## src/hdl/trim_lock_pkg.sv

```systemverilog
package trim_lock_pkg;

   // ************************************************************
   // Register offsets
   // ************************************************************
   localparam logic [7:0] FACTORY_TEST_ONE_ADDR = 8'h0d;
   localparam logic [7:0] FACTORY_TEST_TWO_ADDR = 8'h0e;
   localparam logic [7:0] BUS_DISABLE_LOCK_ADDR = 8'h0f;
   localparam logic [7:0] X_TRIM_ADDR = 8'h10;
   localparam logic [7:0] Y_TRIM_ADDR = 8'h11;
   localparam logic [7:0] Z_TRIM_ADDR = 8'h12;

   // ************************************************************
   // Values after reset and key codes
   // ************************************************************
   localparam logic [7:0] REG_RESET_VALUE = 8'h00;
   localparam logic [7:0] LOCK_KEY = 8'h1b;
   localparam logic [3:0] FUSE_ACCESS_MODE = 4'hf;

   // ************************************************************
   // Start condition run length
   // ************************************************************
   localparam logic [2:0] START_RUN_LAST = 3'h7;
   localparam logic [2:0] START_RUN_ZERO = 3'h0;

   // Interface state: Gray order along the usual path.
   typedef enum logic [1:0] {
      BUS_ENABLED = 2'b00,
      BUS_DISABLED = 2'b01
   } bus_state_t;

endpackage

```

## src/hdl/bus_event_if.sv

```systemverilog
interface bus_event_if;
   logic start_seen;
   logic other_seen;
   logic run_complete;

   modport source (output start_seen, output other_seen, input run_complete);
   modport counter (input start_seen, input other_seen, output run_complete);
endinterface

```

## src/hdl/start_run_counter.sv

```systemverilog
module start_run_counter
   import trim_lock_pkg::*;
(
   input wire logic mclk,
   input wire logic sys_rst,
   input wire logic ce,
   bus_event_if.counter evt
);

   logic [2:0] run_count;
   logic run_done;

   // ************************************************************
   // Unbroken run of start conditions
   // ************************************************************

   // Any other bus activity breaks the run; the eighth start pulses done.
   always_ff @(posedge mclk) begin
      if (sys_rst) begin
         run_count <= START_RUN_ZERO;
         run_done <= 1'b0;
      end else if (ce) begin
         run_done <= 1'b0;
         if (evt.other_seen) begin
            run_count <= START_RUN_ZERO;
         end else if (evt.start_seen) begin
            if (run_count == START_RUN_LAST) begin
               run_count <= START_RUN_ZERO;
               run_done <= 1'b1;
            end else begin
               run_count <= run_count + 3'h1;
            end
         end
      end
   end

   assign evt.run_complete = run_done;
endmodule // start_run_counter

```

## src/hdl/trim_lock_regs.sv

```systemverilog
module trim_lock_regs
   import trim_lock_pkg::*;
(
   input wire logic mclk,
   input wire logic sys_rst,
   input wire logic ce,
   input wire logic [7:0] reg_addr,
   input wire logic [7:0] reg_wdata,
   input wire logic reg_write,
   input wire logic reg_read,
   output logic [7:0] reg_rdata,
   output logic reg_rvalid,
   input wire logic bus_start,
   input wire logic bus_other,
   input wire logic [3:0] op_mode,
   input wire logic [7:0] fuse_x_trim,
   input wire logic [7:0] fuse_y_trim,
   input wire logic [7:0] fuse_z_trim,
   output logic serial_bus_enable
);

   bus_state_t bus_state;
   logic [7:0] factory_test_one;
   logic [7:0] factory_test_two;
   logic [7:0] serial_bus_disable_lock;
   logic [7:0] next_rdata;
   logic lock_write;
   logic fuse_mode;

   bus_event_if evt ();

   // ************************************************************
   // Bus activity to the start run counter
   // ************************************************************

   // Event pulses are forwarded unchanged; the counter runs in every state.
   assign evt.start_seen = bus_start;
   assign evt.other_seen = bus_other;

   start_run_counter u_start_run (
      .mclk(mclk),
      .sys_rst(sys_rst),
      .ce(ce),
      .evt(evt)
   );

   assign lock_write = reg_write && (reg_addr == BUS_DISABLE_LOCK_ADDR);
   assign fuse_mode = (op_mode == FUSE_ACCESS_MODE);

   // ************************************************************
   // Factory test registers
   // ************************************************************

   // These hold what is written and are only read back; they have no user function.
   always_ff @(posedge mclk) begin
      if (sys_rst) begin
         factory_test_one <= REG_RESET_VALUE;
         factory_test_two <= REG_RESET_VALUE;
      end else if (ce && reg_write) begin
         if (reg_addr == FACTORY_TEST_ONE_ADDR) begin
            factory_test_one <= reg_wdata;
         end
         if (reg_addr == FACTORY_TEST_TWO_ADDR) begin
            factory_test_two <= reg_wdata;
         end
      end
   end

   // ************************************************************
   // Bus disable lock
   // ************************************************************

   // A key write beats a run completion in the same cycle, but starts taken up to and with the
   // key write still count, so the lock can drop after fewer than eight further starts.
   always_ff @(posedge mclk) begin
      if (sys_rst) begin
         bus_state <= BUS_ENABLED;
         serial_bus_disable_lock <= REG_RESET_VALUE;
         serial_bus_enable <= 1'b1;
      end else if (ce) begin
         case (bus_state)
            BUS_ENABLED: begin
               if (lock_write) begin
                  serial_bus_disable_lock <= reg_wdata;
                  if (reg_wdata == LOCK_KEY) begin
                     bus_state <= BUS_DISABLED;
                     serial_bus_enable <= 1'b0;
                  end
               end
            end
            BUS_DISABLED: begin
               // Other values cannot be written; only the run or a reset reopens the bus.
               if (evt.run_complete) begin
                  bus_state <= BUS_ENABLED;
                  serial_bus_enable <= 1'b1;
                  serial_bus_disable_lock <= REG_RESET_VALUE;
               end
            end
            default: begin
               bus_state <= BUS_ENABLED;
               serial_bus_enable <= 1'b1;
               serial_bus_disable_lock <= REG_RESET_VALUE;
            end
         endcase
      end
   end

   // ************************************************************
   // Read path
   // ************************************************************

   // Trims are live fuse values and only visible in fuse access mode; other
   // addresses outside this bank read zero.
   // Trims pass unaltered, so the host's positive scale keeps each reading's polarity.
   always_comb begin
      next_rdata = REG_RESET_VALUE;
      case (reg_addr)
         FACTORY_TEST_ONE_ADDR: next_rdata = factory_test_one;
         FACTORY_TEST_TWO_ADDR: next_rdata = factory_test_two;
         BUS_DISABLE_LOCK_ADDR: next_rdata = serial_bus_disable_lock;
         X_TRIM_ADDR: next_rdata = fuse_mode ? fuse_x_trim : REG_RESET_VALUE;
         Y_TRIM_ADDR: next_rdata = fuse_mode ? fuse_y_trim : REG_RESET_VALUE;
         Z_TRIM_ADDR: next_rdata = fuse_mode ? fuse_z_trim : REG_RESET_VALUE;
         default: next_rdata = REG_RESET_VALUE;
      endcase
   end

   // Read data is registered, one cycle after the read strobe.
   always_ff @(posedge mclk) begin
      if (sys_rst) begin
         reg_rdata <= REG_RESET_VALUE;
         reg_rvalid <= 1'b0;
      end else if (ce) begin
         reg_rvalid <= reg_read;
         if (reg_read) begin
            reg_rdata <= next_rdata;
         end
      end
   end
endmodule // trim_lock_regs

```

## config.mk

```make
export PLATFORM = sky130hd
export DESIGN_NAME = trim_lock_regs
export DESIGN_NICKNAME = d
export VERILOG_FILES = /design/src/hdl/trim_lock_pkg.sv /design/src/hdl/bus_event_if.sv /design/src/hdl/start_run_counter.sv /design/src/hdl/trim_lock_regs.sv
export SDC_FILE = /design/constraint.sdc
export NUM_CORES = 1
export LEC_CHECK = 0
export BUFFER_PORTS_ARGS = -buffer_cell sky130_fd_sc_hd__buf_2
export CAP_MARGIN = 20
export CORE_MARGIN = 10
export CORE_UTILIZATION = 54
export DETAILED_ROUTE_END_ITERATION = 8
export PLACE_DENSITY_LB_ADDON = 0.12
export SYNTH_ARGS = -nofsm -noshare
export SYNTH_HDL_FRONTEND = slang
export SYNTH_SLANG_ARGS = --single-unit
```

## constraint.sdc

```tcl
create_clock -name mclk -period 3.25 [get_ports mclk]
set_input_delay 0.325 -clock mclk [delete_from_list [all_inputs] [get_ports mclk]]
set_output_delay 0.325 -clock mclk [all_outputs]
set_load 0.005 [all_outputs]
```

# == Word-level counts from Yosys, hierarchy flattened ==
# Index checks and enable logic that the tools add are counted.
# classes
add_sub_neg,1
n_eq_ne,13
n_mux,21
n_reduce_logical,10
# op_table
op,n
8-bit case mux with 6 select lines,1
8-bit two-way mux,5
8-bit by 5-bit == test with 1-bit output (second input constant),4
8-bit by 4-bit == test with 1-bit output (second input constant),3
8-bit case mux with 2 select lines,1
3-bit two-way mux,3
2-bit AND reduction,4
1-bit two-way mux,6
2-bit two-way mux,3
4-bit == test (second input constant),1
2-bit != test (second input constant),2
2-bit case mux with 2 select lines,1
4-bit AND reduction,1
3-bit by 1-bit adder with 3-bit output (second input constant),1
3-bit == test (second input constant),1
3-bit AND reduction,1
2-bit by 1-bit == test with 1-bit output (second input constant),1
1-bit logical AND,2
2-bit logical NOT,1
2-bit by 1-bit != test with 1-bit output (second input constant),1
1-bit case mux with 2 select lines,1
2-bit nonzero test,1
# word_totals
reg_bits,40
in_bits,51
output_inout_bits,10

# == Longest topological paths before layout ==
# logic_depth
ltp_word,4
mapped_depth,6
depth_no_buf,5

# == Hierarchy ==
# A second synthesis with hierarchy kept.
# unflattened
cells_unflattened,210
hier_area_um2,1943.1
# by_module_without_submodules
module,instances,cells_per_inst,area_per_inst_um2,seq_area_each_um2
trim_lock_regs,1,190,1746.7,700.7
start_run_counter,1,20,196.4,80.1

# == Worst setup path before layout ==
# OpenSTA, ideal clock, no wires.
# synth_timing
path_type,in2reg
startpoint,input port reg_addr[5]
endpoint,register serial_bus_disable_lock[0]
setup_ns,0.117
t_arrival_ns,1.446
required_ns,3.133
path_slack_ns,1.687
stages,4
path_cell_list,or3_4 -> o41ai_4 -> a21oi_2 -> a22o_1
# synth_via
elab_chain_cells,4
# synth_lines
item,line,rtl
start: declaration,trim_lock_regs.sv:7,"input wire logic [7:0] reg_addr,"
8-bit by 4-bit == test with 1-bit output,trim_lock_regs.sv:47,assign lock_write = reg_write && (reg_addr == BUS_DISABLE_LOCK_ADDR);
1-bit logical AND,trim_lock_regs.sv:47,
2-bit != test (no source line),-,
3-bit AND reduction (no source line),-,
end signal: assignment,trim_lock_regs.sv:84,serial_bus_disable_lock <= reg_wdata;
end: declaration,trim_lock_regs.sv:25,logic [7:0] serial_bus_disable_lock;
# No other way between the ends.
# A chain may end at the register's enable or synchronous reset.

# == Final worst setup path ==
# layout_timing
startpoint,input port reg_addr[1]
endpoint,register serial_bus_disable_lock[6]
# Same word-level chain as after synthesis.

==> summary.md <==
| Metric | Value |
|---|---|
| Status | `finished, final reports clean` |
| Warnings, synthesis | `0` |
| N_diodes | `0` |
| Crit Path Class | `in2reg` |
| Slew Limit Fails | `0` |
| Clock-pin slew on the worst setup and hold paths | `110 ps` |
| Worst hold path class | `in2reg` |
| Critical path origin | `reg_addr[1]` |
| Routed WL per cell | `16.6 µm` |
| Slew HR | `58.5%` |
| Peak VDD IR | `0.307 mV` |
| Syn_nets | `248` |
| Worst EP required | `3520 ps` |
| Reg2Reg Depth | `3` |
| Util after Layout | `68.0%` |
| Post-synthesis sequential area ratio | `39.9%` |
| Die X | `80.2 µm` |
| 1st-iter DRT viols | `79` |
| Commonest cells after routing, fill and taps aside | `buf_2 (60), dfxtp_1 (39), mux2i_1 (25)` |
| Cell Rows | `21` |
| TritonCTS Sinks | `39` |
| Worst EP arrival | `1770 ps` |
| DIE AREA | `6430 µm²` |
| GRT overflow | `0` |
| Initial core utilization | `57.3%` |
| Final-report setup violation count | `0` |
| Setup Skew | `5.59 ps` |
| Largest net degree at the start of global routing | `27` |
| Initial antenna violation count | `0` |
| Syn-to-layout area delta | `18.8%` |
| Least-Margin Pin Slew | `623 ps` |
| Slowest stage delay, CP | `400 ps` |
| P_leak | `1.17 nW` |
| Worst r2r src | `bus_state[0]` |
| Via density | `5.63` |
| Detail Placement HPWL | `3770 µm` |
| NumNets Final | `304` |
| Final non-filler cell total | `298` |
| Worst path cell trace | `buf_2 -> nand3_1 -> o41ai_4 -> a21oi_2 -> a22o_1` |
| Cts repair resizes | `0` |
| Critical Path End | `serial_bus_disable_lock[6]` |
| Max Fclk | `663 MHz` |
| Reg-to-Reg End | `serial_bus_disable_lock[6]` |
| RSZ-0062 raised after global routing | `no` |
| Placed Cells incl. Taps | `290` |
| Most common cell after layout, fill and taps aside | `buf_2` |
| Max-cap viol count | `0` |
| Routed via count | `1679` |
| CTS Hold Bufs | `0` |
| Syn Std Cell Area | `1960 µm²` |
| # fillers | `293` |
| Post-CTS Setup Bufs | `0` |
| Io pins | `61` |
| Share of cells above drive strength 1 | `33.7%` |
| Root Buffer Master | `clkbuf_4` |
| Crit Path Max Fanout | `21` |
| Detailed Route WL | `4940 µm` |
| CP max stage cell | `buf_2` |
| Reg2reg setup slack | `1890 ps` |
| Power per cell area | `354 nW/µm²` |
| Synth Register Bits | `39` |
| First-pass GRT wire length | `8180 µm` |
| Max Root-Sink Buffers | `2` |
| 1st-pass router iterations | `4` |
| Final min period | `1510 ps` |
| CTS H-tree lvls | `2` |
| Synthesized area per cell | `10.0 µm²` |
| RePlAce Congestion | `0.788` |
| Final Cycle Share | `46.4%` |
| CTS buffer count | `5` |
| Fin. Hold Viols | `0` |
| DRC | `0` |
| Post-Route Hold Slack | `213 ps` |
| Antenna-violating nets left | `0` |
| Setup crit start kind | `primary input` |
| Cells after synthesis | `195` |
| Cell variety after synth | `34` |
| Final TNS setup | `0 ps` |
| Buffers added on ports | `60` |
| Tot GR Track Use | `15.8%` |
| Vias in the first global route | `1658` |
| Setup crit end kind | `register` |
| TritonCTS clock tree | `yes` |
| Clock latency on the worst-skew pair | `360 ps` |
| Core region area | `3420 µm²` |
| Die Y | `80.2 µm` |
| Tot Pwr | `823 µW` |
-- final cells by class --
type	instances	area, µm²	area share, %
Multi-Input combinational cell	144	1130	48.5
Sequential cell	39	781	33.6
Timing Repair Buffer	60	300	12.9
Tap cell	46	57.6	2.48
Clock buffer	6	41.3	1.78
Clock inverter	2	12.5	0.539
Inverter	1	3.75	0.162
-- power breakdown --
group	total (mW)	leakage [nW]	switching [mW]	internal, mW
Combinational	0.0945	0.826	0.0533	0.0412
Sequential	0.480	0.314	0.000991	0.479
Clock	0.248	0.0282	0.165	0.0834
-- flip-flops by register name, summed over array words and instances, names as in the netlist --
name	count
bus_state	1
factory_test_one	8
reg_rdata	8
reg_rvalid	1
u_start_run.evt.run_complete	1
factory_test_two	8
serial_bus_disable_lock	8
u_start_run.run_count	3
serial_bus_enable	1
-- stage by stage --
stage	setup WS [ps]	area (µm²)
floorplan	1690	1960
global placement	1400	2270
detailed placement	1350	2270
CTS	1750	2320
global route	1620	2320
finish	1740	2320
-- synth_stat cells, drive strengths merged --
| cell type | instances | area share [%] |
|---|---|---|
| ha | 2 | 1.3 |
| nand4 | 2 | 1.3 |
| inv | 1 | 0.19 |
| o22ai | 1 | 0.32 |
| dfxtp | 39 | 40 |
| mux2i | 25 | 13 |
| nor2b | 3 | 0.96 |
| mux2 | 8 | 4.6 |
| nand3b | 2 | 0.77 |
| nor3 | 2 | 1.0 |
| a31o | 1 | 0.45 |
| clkbuf | 7 | 1.3 |
| nand2b | 1 | 0.32 |
| a21oi | 3 | 0.96 |
| a22o | 16 | 7.2 |
| a211o | 1 | 0.45 |
| or4bb | 3 | 1.7 |
| and3b | 3 | 1.3 |
| o2bb2ai | 8 | 3.6 |
| nor2 | 22 | 4.2 |
| a22oi | 8 | 3.1 |
| buf | 4 | 0.90 |
| o41ai | 1 | 1.4 |
| a32oi | 3 | 1.3 |
| nor4 | 2 | 2.2 |
| or3 | 2 | 0.90 |
| o21ai | 2 | 0.51 |
| nand2 | 18 | 3.5 |
| nand3 | 4 | 1.0 |
| o311a | 1 | 0.51 |
-- kinds of logic (layout without fill, tap and decap cells) --
family | count (synthesis) | in the layout | synth area share (%)
multiplexers | 33 | 33 | 17.4
buffers and inverters | 12 | 69 | 2.43
AO/OA/AOI/OAI | 45 | 45 | 19.8
adder cells (fa/ha/maj) | 2 | 2 | 1.28
flip-flops | 39 | 39 | 39.9
AND/OR/NAND/NOR | 64 | 64 | 19.2
-- critical path: cells and delay by family --
kind | cells | cell delay [ps]
AOI/OAI and AO/OA | 3 | 720
buffers and inverters | 1 | 400
and+or+nand+nor | 1 | 320
-- how the worst min path moves through the flow --
| stage | start | endpoint | slack [ps] | cells after the start |
|---|---|---|---|---|
| 5_1_grt | reg_wdata[0] | serial_bus_disable_lock[0] | 210 | 2 |
| 4_1_cts | reg_wdata[0] | serial_bus_disable_lock[0] | 200 | 2 |
| 6_report | reg_wdata[0] | serial_bus_disable_lock[0] | 210 | 2 |
| 3_5_place_dp | reg_rdata[5] | reg_rdata[5] | 420 | 2 |
| 2_1_floorplan | reg_rdata[0] | reg_rdata[0] | 430 | 2 |
| 3_3_place_gp | reg_rdata[5] | reg_rdata[5] | 420 | 2 |
-- routing by layer --
metal	up-vias	share of wire, %	global-route usage [%]	wire length [µm]
met2	65	41	21.7	2010
met5	-	0	0	0
li1	849	-	-	-
met4	0	1.3	5.81	65
met3	6	11	6.90	534
met1	759	47	21.1	2330
(Power assumes the default switching activity.)
